`src/mcs_pkg.sv`:
```
// shared constants and types for the misc crc / soft irq / scratch block
package mcs_pkg;

  // wishbone geometry
  localparam int unsigned ADR_W = 12;
  localparam int unsigned DAT_W = 32;
  localparam int unsigned SEL_W = 4;

  // register module 0: soft irq, part number, irq status and mask
  localparam logic [ADR_W-1:0] OFS_SOFT = 12'h000;
  localparam logic [ADR_W-1:0] OFS_PART = 12'h004;
  localparam logic [ADR_W-1:0] OFS_IRQ_STAT = 12'h008;
  localparam logic [ADR_W-1:0] OFS_IRQ_MASK = 12'h00C;
  // register module 1: checksum engine
  localparam logic [ADR_W-1:0] OFS_CRC_IN = 12'h100;
  localparam logic [ADR_W-1:0] OFS_CRC_RES = 12'h104;
  // register module 3: scratch words, one aligned word each
  localparam logic [ADR_W-1:0] OFS_SCR_BASE = 12'h300;
  localparam int unsigned SCR_SPAN_LSB = 6;
  localparam int unsigned SCR_IDX_LSB = 2;
  localparam int unsigned SCR_IDX_W = 4;
  localparam int unsigned SCR_NUM = 16;
  localparam logic [SCR_IDX_W-1:0] SCR_FAST_LAST = 4'h1;

  // field layout
  localparam int unsigned SOFT_IRQ_LSB = 0;
  localparam int unsigned SOFT_IRQ_W = 4;
  localparam int unsigned SOFT_FLAG_LSB = 4;
  localparam int unsigned SOFT_FLAG_W = 4;
  localparam int unsigned LOADER_ADDRESS_DISABLE_BIT = 7;
  localparam int unsigned PART_NUM_W = 7;
  localparam int unsigned SLV_ADR_W = 7;

  // reset values and constants
  localparam logic [7:0] BYTE_ZERO = 8'h00;
  localparam logic [15:0] WORD_ZERO = 16'h0000;
  localparam logic [DAT_W-1:0] BUS_ZERO = 32'h0000_0000;
  localparam logic [SOFT_IRQ_W-1:0] IRQ_ZERO = 4'h0;
  localparam logic LOADER_ADDRESS_DISABLE_RST = 1'b0;
  localparam logic [7:0] CRC_POLY = 8'h07;
  localparam logic [7:0] CRC_INIT = 8'h00;
  localparam logic [SLV_ADR_W-1:0] LOADER_ADDR = 7'h34;

  typedef enum logic [1:0] {
    BUS_IDLE,
    BUS_WAIT,
    BUS_ACK
  } mcs_bus_e;

endpackage

```
`src/mcs_crc_if.sv`:
```
// carrier between the register file and the checksum engine
`timescale 1ns/1ps
interface mcs_crc_if;
  logic feed;
  logic [7:0] byte_in;
  logic load;
  logic [7:0] load_val;
  logic [7:0] crc;

  modport engine (
    input feed,
    input byte_in,
    input load,
    input load_val,
    output crc
  );
  modport regs (
    output feed,
    output byte_in,
    output load,
    output load_val,
    input crc
  );
endinterface

```
`src/mcs_regs.sv`:
```
// misc register set: checksum, soft irq, flags, scratch, part number
//
// Summary of operation
// - checksum uses generator x^8+x^2+x+1 as in smbus packet checking.
// - checksum data and result registers sit in register module 1.
// - every byte written to the data-in register feeds the checksum.
// - result register holds checksum of bytes since it was last written with a seed, readable.
// - four software interrupt sources exist for application use.
// - writing one to trigger bits 3:0 raises that interrupt request.
// - bits 7:4 are plain flags, single cycle, no side effect.
// - sixteen 16-bit scratch words in module 3, read/write, reset zero.
// - scratch words one and two read in one cycle, write in two.
// - scratch words three to sixteen read and write in two cycles.
// - lock bit 7 set stops the slave port answering address 34h.
// - power-on reset clears the loader address disable bit.
// - power-on reset loads the part number register default.
// - bits 6:0 hold a readable production part number.
`timescale 1ns/1ps
module mcs_regs
  import mcs_pkg::*;
#(
  // production value, arbitrary default
  parameter logic [PART_NUM_W-1:0] PART_NUM_DEFAULT = 7'h2A
) (
  input wire logic i_clk_sys,
  input wire logic i_nrst,
  // register bus
  input wire logic i_wb_cyc,
  input wire logic i_wb_stb,
  input wire logic i_wb_we,
  input wire logic [ADR_W-1:0] i_wb_adr,
  input wire logic [DAT_W-1:0] i_wb_dat,
  input wire logic [SEL_W-1:0] i_wb_sel,
  // serial slave port query
  input wire logic [SLV_ADR_W-1:0] i_slv_addr,
  input wire logic i_slv_addr_vld,
  output logic [DAT_W-1:0] o_wb_dat,
  output logic o_wb_ack,
  // interrupts and loader lock
  output logic [SOFT_IRQ_W-1:0] o_soft_irq,
  output logic o_irq,
  output logic o_loader_address_disable,
  output logic o_loader_addr_match
);

  // address decode helpers, shared by timing and data paths
  function automatic logic is_scratch(input logic [ADR_W-1:0] a);
    return a[ADR_W-1:SCR_SPAN_LSB] == OFS_SCR_BASE[ADR_W-1:SCR_SPAN_LSB];
  endfunction

  function automatic logic [SCR_IDX_W-1:0] scr_index(
    input logic [ADR_W-1:0] a);
    return a[SCR_IDX_LSB +: SCR_IDX_W];
  endfunction

  // byte-lane merge for 16-bit storage
  function automatic logic [15:0] merge16(input logic [15:0] old,
                                          input logic [15:0] nw,
                                          input logic [1:0] sel);
    logic [15:0] r;
    r = old;
    if (sel[0]) begin
      r[7:0] = nw[7:0];
    end
    if (sel[1]) begin
      r[15:8] = nw[15:8];
    end
    return r;
  endfunction

  // lane 0 write to one byte register; shared by every byte register
  function automatic logic byte_hit(input logic stb,
                                    input logic lane,
                                    input logic [ADR_W-1:0] a,
                                    input logic [ADR_W-1:0] ofs);
    return stb && lane && (a == ofs);
  endfunction

  // scratch words one and two read without a wait state
  function automatic logic is_fast_scr(input logic [ADR_W-1:0] a);
    return is_scratch(a) && (scr_index(a) <= SCR_FAST_LAST);
  endfunction

  // bus state
  mcs_bus_e state_q;
  logic ack_q;
  logic [DAT_W-1:0] rdat_q;
  logic [DAT_W-1:0] rd_mux;
  logic req;
  logic slow;
  logic wr_stb;
  logic lane0;
  logic rd_take;

  // register state
  logic [SOFT_IRQ_W-1:0] soft_irq_q;
  logic [SOFT_FLAG_W-1:0] soft_flag_q;
  logic [SOFT_IRQ_W-1:0] irq_stat_q;
  logic [SOFT_IRQ_W-1:0] irq_mask_q;
  logic [SOFT_IRQ_W-1:0] irq_set;
  logic [SOFT_IRQ_W-1:0] irq_clr;
  logic irq_q;
  logic loader_address_disable_q;
  logic [PART_NUM_W-1:0] part_num_q;
  logic [7:0] crc_in_q;
  logic [15:0] scratch_q [SCR_NUM];
  logic match_q;
  logic loader_hit;
  logic [SOFT_IRQ_W-1:0] irq_pend;

  // per-register write strobes
  logic wr_soft;
  logic wr_part;
  logic wr_stat;
  logic wr_mask;
  logic wr_crc_in;
  logic wr_crc_res;
  logic wr_scr;

  // carrier to the checksum engine
  mcs_crc_if crc_bus ();

  // request qualifiers
  assign req = i_wb_cyc & i_wb_stb;
  assign lane0 = i_wb_sel[0];

  // fast scratch reads skip the wait state, other scratch access waits
  assign slow = is_scratch(i_wb_adr) &&
                (i_wb_we || !is_fast_scr(i_wb_adr));

  // a write lands on the edge where the master sees ack high
  assign wr_stb = ack_q & req & i_wb_we;

  // write strobes; a byte register needs lane 0
  assign wr_soft = byte_hit(wr_stb, lane0, i_wb_adr, OFS_SOFT);
  assign wr_part = byte_hit(wr_stb, lane0, i_wb_adr, OFS_PART);
  assign wr_stat = byte_hit(wr_stb, lane0, i_wb_adr, OFS_IRQ_STAT);
  assign wr_mask = byte_hit(wr_stb, lane0, i_wb_adr, OFS_IRQ_MASK);
  assign wr_crc_in = byte_hit(wr_stb, lane0, i_wb_adr, OFS_CRC_IN);
  assign wr_crc_res = byte_hit(wr_stb, lane0, i_wb_adr, OFS_CRC_RES);
  assign wr_scr = wr_stb && is_scratch(i_wb_adr);

  // read data is taken once, in the cycle before ack rises
  assign rd_take = req && !i_wb_we && !ack_q &&
                   (state_q == BUS_WAIT || (state_q == BUS_IDLE && !slow));

  // bus sequencer: idle -> (wait) -> ack -> idle
  always_ff @(posedge i_clk_sys or negedge i_nrst) begin
    if (!i_nrst) begin
      state_q <= BUS_IDLE;
      ack_q <= 1'b0;
    end else begin
      case (state_q)
        BUS_IDLE: begin
          ack_q <= 1'b0;
          if (req && slow) begin
            state_q <= BUS_WAIT;
          end else if (req) begin
            state_q <= BUS_ACK;
            ack_q <= 1'b1;
          end
        end
        BUS_WAIT: begin
          // master may abandon a cycle; then no ack
          if (req) begin
            state_q <= BUS_ACK;
            ack_q <= 1'b1;
          end else begin
            state_q <= BUS_IDLE;
          end
        end
        BUS_ACK: begin
          state_q <= BUS_IDLE;
          ack_q <= 1'b0;
        end
        default: begin
          state_q <= BUS_IDLE;
          ack_q <= 1'b0;
        end
      endcase
    end
  end

  // read data captured as ack rises, zero for unmapped addresses
  always_comb begin
    rd_mux = BUS_ZERO;
    if (is_scratch(i_wb_adr)) begin
      rd_mux[15:0] = scratch_q[scr_index(i_wb_adr)];
    end else begin
      case (i_wb_adr)
        OFS_SOFT: begin
          rd_mux[SOFT_FLAG_LSB +: SOFT_FLAG_W] = soft_flag_q;
          rd_mux[SOFT_IRQ_LSB +: SOFT_IRQ_W] = soft_irq_q;
        end
        OFS_PART: begin
          rd_mux[LOADER_ADDRESS_DISABLE_BIT] = loader_address_disable_q;
          rd_mux[PART_NUM_W-1:0] = part_num_q;
        end
        OFS_IRQ_STAT: rd_mux[SOFT_IRQ_W-1:0] = irq_stat_q;
        OFS_IRQ_MASK: rd_mux[SOFT_IRQ_W-1:0] = irq_mask_q;
        OFS_CRC_IN: rd_mux[7:0] = crc_in_q;
        OFS_CRC_RES: rd_mux[7:0] = crc_bus.crc;
        default: rd_mux = BUS_ZERO;
      endcase
    end
  end

  // held until the next read, so a late look still sees the word
  always_ff @(posedge i_clk_sys or negedge i_nrst) begin
    if (!i_nrst) begin
      rdat_q <= BUS_ZERO;
    end else if (rd_take) begin
      rdat_q <= rd_mux;
    end
  end

  // soft trigger bits; level, stay until software writes zero
  always_ff @(posedge i_clk_sys or negedge i_nrst) begin
    if (!i_nrst) begin
      soft_irq_q <= IRQ_ZERO;
    end else if (wr_soft) begin
      soft_irq_q <= i_wb_dat[SOFT_IRQ_LSB +: SOFT_IRQ_W];
    end
  end

  // flags are pure storage with no side effect
  always_ff @(posedge i_clk_sys or negedge i_nrst) begin
    if (!i_nrst) begin
      soft_flag_q <= IRQ_ZERO;
    end else if (wr_soft) begin
      soft_flag_q <= i_wb_dat[SOFT_FLAG_LSB +: SOFT_FLAG_W];
    end
  end

  // each one written to a trigger bit is an event, even if already set
  assign irq_set = wr_soft ?
                   i_wb_dat[SOFT_IRQ_LSB +: SOFT_IRQ_W] : IRQ_ZERO;
  assign irq_clr = wr_stat ?
                   i_wb_dat[SOFT_IRQ_W-1:0] : IRQ_ZERO;

  // sticky status, write one to clear; a set beats a clear
  always_ff @(posedge i_clk_sys or negedge i_nrst) begin
    if (!i_nrst) begin
      irq_stat_q <= IRQ_ZERO;
    end else begin
      irq_stat_q <= (irq_stat_q & ~irq_clr) | irq_set;
    end
  end

  // mask has the status layout
  always_ff @(posedge i_clk_sys or negedge i_nrst) begin
    if (!i_nrst) begin
      irq_mask_q <= IRQ_ZERO;
    end else if (wr_mask) begin
      irq_mask_q <= i_wb_dat[SOFT_IRQ_W-1:0];
    end
  end

  // pending sources; the level output costs a cycle to stay flopped
  assign irq_pend = irq_stat_q & irq_mask_q;

  // level interrupt, one cycle behind status for a flopped output
  always_ff @(posedge i_clk_sys or negedge i_nrst) begin
    if (!i_nrst) begin
      irq_q <= 1'b0;
    end else begin
      irq_q <= |irq_pend;
    end
  end

  // loader lock, clear after power-up so the loader is reachable until software sets the lock
  always_ff @(posedge i_clk_sys or negedge i_nrst) begin
    if (!i_nrst) begin
      loader_address_disable_q <= LOADER_ADDRESS_DISABLE_RST;
    end else if (wr_part) begin
      loader_address_disable_q <= i_wb_dat[LOADER_ADDRESS_DISABLE_BIT];
    end
  end

  // part number; rewritable by software, default restored by reset
  always_ff @(posedge i_clk_sys or negedge i_nrst) begin
    if (!i_nrst) begin
      part_num_q <= PART_NUM_DEFAULT;
    end else if (wr_part) begin
      part_num_q <= i_wb_dat[PART_NUM_W-1:0];
    end
  end

  // a qualified query for the loader address
  assign loader_hit = i_slv_addr_vld && (i_slv_addr == LOADER_ADDR);

  // slave port asks whether it may claim an address it decoded
  always_ff @(posedge i_clk_sys or negedge i_nrst) begin
    if (!i_nrst) begin
      match_q <= 1'b0;
    end else begin
      match_q <= loader_hit && !loader_address_disable_q;
    end
  end

  // last byte fed, kept for readback
  always_ff @(posedge i_clk_sys or negedge i_nrst) begin
    if (!i_nrst) begin
      crc_in_q <= BYTE_ZERO;
    end else if (crc_bus.feed) begin
      crc_in_q <= i_wb_dat[7:0];
    end
  end

  // engine hookup in module 1; one feed per accepted write
  assign crc_bus.feed = wr_crc_in;
  assign crc_bus.byte_in = i_wb_dat[7:0];
  assign crc_bus.load = wr_crc_res;
  assign crc_bus.load_val = i_wb_dat[7:0];

  mcs_crc8 u_crc (
    .i_clk_sys(i_clk_sys),
    .i_nrst(i_nrst),
    .crc_bus(crc_bus)
  );

  // scratch storage; no side effects, lanes honoured
  always_ff @(posedge i_clk_sys or negedge i_nrst) begin
    if (!i_nrst) begin
      for (int i = 0; i < SCR_NUM; i++) begin
        scratch_q[i] <= WORD_ZERO;
      end
    end else if (wr_scr) begin
      scratch_q[scr_index(i_wb_adr)] <=
        merge16(scratch_q[scr_index(i_wb_adr)], i_wb_dat[15:0],
                i_wb_sel[1:0]);
    end
  end

  // outputs, all from flops
  assign o_wb_ack = ack_q;
  assign o_wb_dat = rdat_q;
  assign o_soft_irq = soft_irq_q;
  assign o_irq = irq_q;
  assign o_loader_address_disable = loader_address_disable_q;
  assign o_loader_addr_match = match_q;

endmodule

```
`src/mcs_crc8.sv`:
```
// smbus-style crc-8 engine, one byte per clock
`timescale 1ns/1ps
module mcs_crc8
  import mcs_pkg::*;
(
  input wire logic i_clk_sys,
  input wire logic i_nrst,
  mcs_crc_if.engine crc_bus
);

  logic [7:0] crc_q;

  // msb first, no reflection, no final xor
  function automatic logic [7:0] crc8_byte(input logic [7:0] c,
                                           input logic [7:0] d);
    logic [7:0] r;
    r = c ^ d;
    for (int i = 0; i < 8; i++) begin
      r = r[7] ? ((r << 1) ^ CRC_POLY) : (r << 1);
    end
    return r;
  endfunction

  // whole byte folded in one cycle so back-to-back writes are safe
  always_ff @(posedge i_clk_sys or negedge i_nrst) begin
    if (!i_nrst) begin
      crc_q <= CRC_INIT;
    end else if (crc_bus.load) begin
      crc_q <= crc_bus.load_val;
    end else if (crc_bus.feed) begin
      crc_q <= crc8_byte(crc_q, crc_bus.byte_in);
    end
  end

  assign crc_bus.crc = crc_q;

endmodule

```
`config.mk`:
```
export PLATFORM = sky130hd
export DESIGN_NAME = mcs_regs
export DESIGN_NICKNAME = d
export VERILOG_FILES = /design/src/mcs_pkg.sv /design/src/mcs_crc_if.sv /design/src/mcs_regs.sv /design/src/mcs_crc8.sv
export SDC_FILE = /design/constraint.sdc
export NUM_CORES = 1
export LEC_CHECK = 0
export BUFFER_PORTS_ARGS = -buffer_cell sky130_fd_sc_hd__buf_4
export CAP_MARGIN = 20
export CORE_MARGIN = 2
export CORE_UTILIZATION = 54
export DETAILED_ROUTE_END_ITERATION = 10
export PLACE_DENSITY_LB_ADDON = 0.2
export SETUP_SLACK_MARGIN = 0.2
export SYNTH_ARGS = -nofsm -noshare
export SYNTH_HDL_FRONTEND = slang
export SYNTH_SLANG_ARGS = --single-unit
```
`constraint.sdc`:
```
create_clock -name i_clk_sys -period 2.55 [get_ports i_clk_sys]
set_input_delay 0.1275 -clock i_clk_sys [delete_from_list [all_inputs] [get_ports i_clk_sys]]
set_output_delay 0.1275 -clock i_clk_sys [all_outputs]
set_load 0.05 [all_outputs]
```
==> metrics.txt <==
register bit total from synthesis=317; HP Class=input port to flip-flop; crit path to=irq_mask_q[1]$_DFFE_PN0P_; Clock transition at path regs=0.06 ns; CTS buffer count=34; final hold violation count=0; die height=170 um; terminus of the critical flop-to-flop path=irq_mask_q[1]$_DFFE_PN0P_; area of the multi-input gates=6350 um^2; sequence of cells on the critical path=and4_1, nand2_1, or4_1, mux2_1; row count=60; Pwr Density=653 nW/um^2; Synth cell types=58; Syn Area/Cell=11.1 um^2; FF+latch area=7940 um^2; CP Launch Type=flip-flop; R2R setup slack=0.36 ns; IO Port Bufs=66; Setup TNS=0 ns; clock root buffer=clkbuf_16; worst r2r src=o_wb_ack$_DFFE_PN0P_; TritonCTS Sinks=317; VDD IR max=0.000374 V; asr flop ratio synth=100%; Worst R2R Path Depth=4; ratio of cells with drive above 1 in the final layout=23.7%; Worst slew margin=44.2%; area fraction of the dominant cell type after synthesis=52.6%; post-DP HPWL=22900 um; WP data arrival=2.58 ns; post-CTS sizing=0; Slowest-stage cell, CP=or4_1; minimum clock period=2.19 ns; Post-Syn Area=14900 um^2; Max FO, Critical Path=9; critical path endpoint category=flip-flop; Finish-stage setup viols=0; fillcell total=2088; YS warnings=0; All-Layer GR Usage=26.3%; DRC viols=0; P_leak=0.00793 uW; htree depth=2; Max clock buf depth=3; post-route cell area=17200 um^2; max_cap viols=0; Placed Instances=1733; die area=29000 um^2; RD Place Congestion=0.840; Overflow after GRT=0; Crit Path Class=flip-flop to flip-flop; initial antenna violation count=0; CP max stage delay=0.68 ns; first-pass GRT wire length=58800 um; placed cell areas=15900 um^2; CTS tree=done; cts hold-fix bufs=17; post-route clock skew=0.0220 ns; drt first pass iters=5; total number of vias=10500; Nets=1475; WL per Instance=20.2 um; starting density of the core=55.2%; # diodes=0; Area contributors post-synth=dfrtp_1 (53%), mux4_2 (9.6%), a21oi_1 (8.4%), nor2_1 (7.4%), mux2i_1 (2.2%); io pins=101; WL final=36500 um; main flop type after synthesis=dfrtp_1; initial drt markers=846; Crit. Startpoint=o_wb_ack$_DFFE_PN0P_; final core area utilization=63.5%; vias in the first global route=10700; Max Slew Vio Count=0; number of synthesized flops with an enable pin=0; Die Wd=170 um; Synth Instances=1345; Slew @ Worst Pin=0.828 ns; WP data required=2.94 ns; postcts setup bufs=0; Fmax=456 MHz; Antenna Nets Post-Route=0; outcome=complete, no violations; pin count of the biggest net entering global routing=84; core area=27100 um^2; clk_lat worst skew=0.52 ns; post-synth top area cell=dfrtp_1; Final period util=85.9%; Post-Layout Cell Count=1810; unrepaired setup endpoints after global routing=false; Area Growth Syn to Fin=15.2%; total power=11200 uW; DR vias/cell=5.78; register area share after synthesis=53.1%
-- stage by stage --
step	worst slack, ns	hold slack (ns)
floorplan	0.305	-0.168
global placement	0.176	0.190
detailed placement	0.151	0.196
CTS	0.334	0.00105
global route	0.223	0.0254
finish	0.359	0.00778
-- state kept, by name (all words and copies together) (netlist names), 2 cells and up --
name / flops
part_num_q: 7
irq_stat_q: 4
irq_mask_q: 4
soft_flag_q: 4
scratch_q: 256
state_q: 2
crc_in_q: 8
o_soft_irq: 4
o_wb_dat: 16
u_crc.crc_bus.crc: 8
-- worst max-delay path, delay by kind of cell (launching register included) --
kind,cells,cell delay (ns)
AND/OR/NAND/NOR,3,1.32
flip-flops,1,0.39
multiplexers,1,0.36
-- routing by layer --
layer | up-vias | track usage [%] | share of wire [%]
met5 | - | 0 | 0
met4 | 0 | 7.36 | 2.0
met3 | 60 | 4.33 | 5.6
met2 | 342 | 43.6 | 49
met1 | 5233 | 36.1 | 44
li1 | 4832 | - | -
-- area by class of cell --
class | count | area share, %
inverters | 4 | 0.0872
clock buffers | 50 | 5.99
clock inverters | 10 | 0.690
flip-flops and latches | 317 | 46.1
multi-input cells | 917 | 36.9
repair buffers | 140 | 7.56
well taps | 372 | 2.70
-- Yosys cell counts, drive strengths merged, types with 3 or more instances --
| cell | number |
|---|---|
| xor2 | 4 |
| nand2 | 56 |
| nor2 | 297 |
| dfstp | 3 |
| o21ai | 21 |
| mux2i | 41 |
| xnor2 | 13 |
| buf | 83 |
| a21oi | 280 |
| nor3b | 3 |
| a22oi | 7 |
| nand3 | 5 |
| inv | 4 |
| mux4 | 64 |
| nor3 | 9 |
| clkbuf | 39 |
| dfrtp | 314 |
| nor2b | 11 |
| mux2 | 34 |
| nand2b | 3 |
| nor4 | 5 |
| a221oi | 7 |
| a211oi | 8 |
-- logic make-up (layout without fill, tap and decap cells) --
group / Yosys count / count (layout) / synth area share [%]
buffers and inverters: 126 / 204 / 5.07
AND/OR/NAND/NOR: 404 / 404 / 11.6
AO/OA/AOI/OAI: 340 / 340 / 13.5
multiplexers: 139 / 139 / 15.6
other: 1 / 16 / 0.0251
XOR/XNOR: 18 / 18 / 1.15
flip-flops: 317 / 317 / 53.1
-- cell usage in the layout (no fill, tap or decap), types with 10 or more instances in the layout --
cell           count
a21oi_1          251
a21oi_2           21
buf_12            16
buf_4            106
clkbuf_16         35
clkbuf_8          10
conb_1            16
dfrtp_1          314
dlygate4sd3_1     17
mux2_2            28
mux2i_1           33
mux4_2            64
nand2_1           56
nor2_1           280
nor2_2            17
nor2b_1           11
o21ai_0           20
xnor2_1           13
-- worst min-delay path by stage --
stage                                 end    startpoint  slack [ns]  cells past startpoint
2_1_floorplan     crc_in_q[0]$_DFFE_PN0P_        i_nrst       -0.17                      0
3_3_place_gp      crc_in_q[2]$_DFFE_PN0P_        i_nrst        0.19                      1
3_5_place_dp      crc_in_q[2]$_DFFE_PN0P_        i_nrst        0.20                      1
4_1_cts        scratch_q[221]$_DFFE_PN0P_  i_wb_dat[13]       0.001                      3
5_1_grt        scratch_q[136]$_DFFE_PN0P_   i_wb_dat[8]        0.03                      3
6_report           state_q[0]$_DFFE_PN0P_       i_wb_we       0.008                      4
-- where the power goes --
part	switching, uW	internal (uW)	leakage [uW]
Clock	2030	3030	0.000575
Sequential	60.9	5090	0.00438
Combinational	676	365	0.00297
Total	2770	8480	0.00793
(Power assumes the default switching activity.)
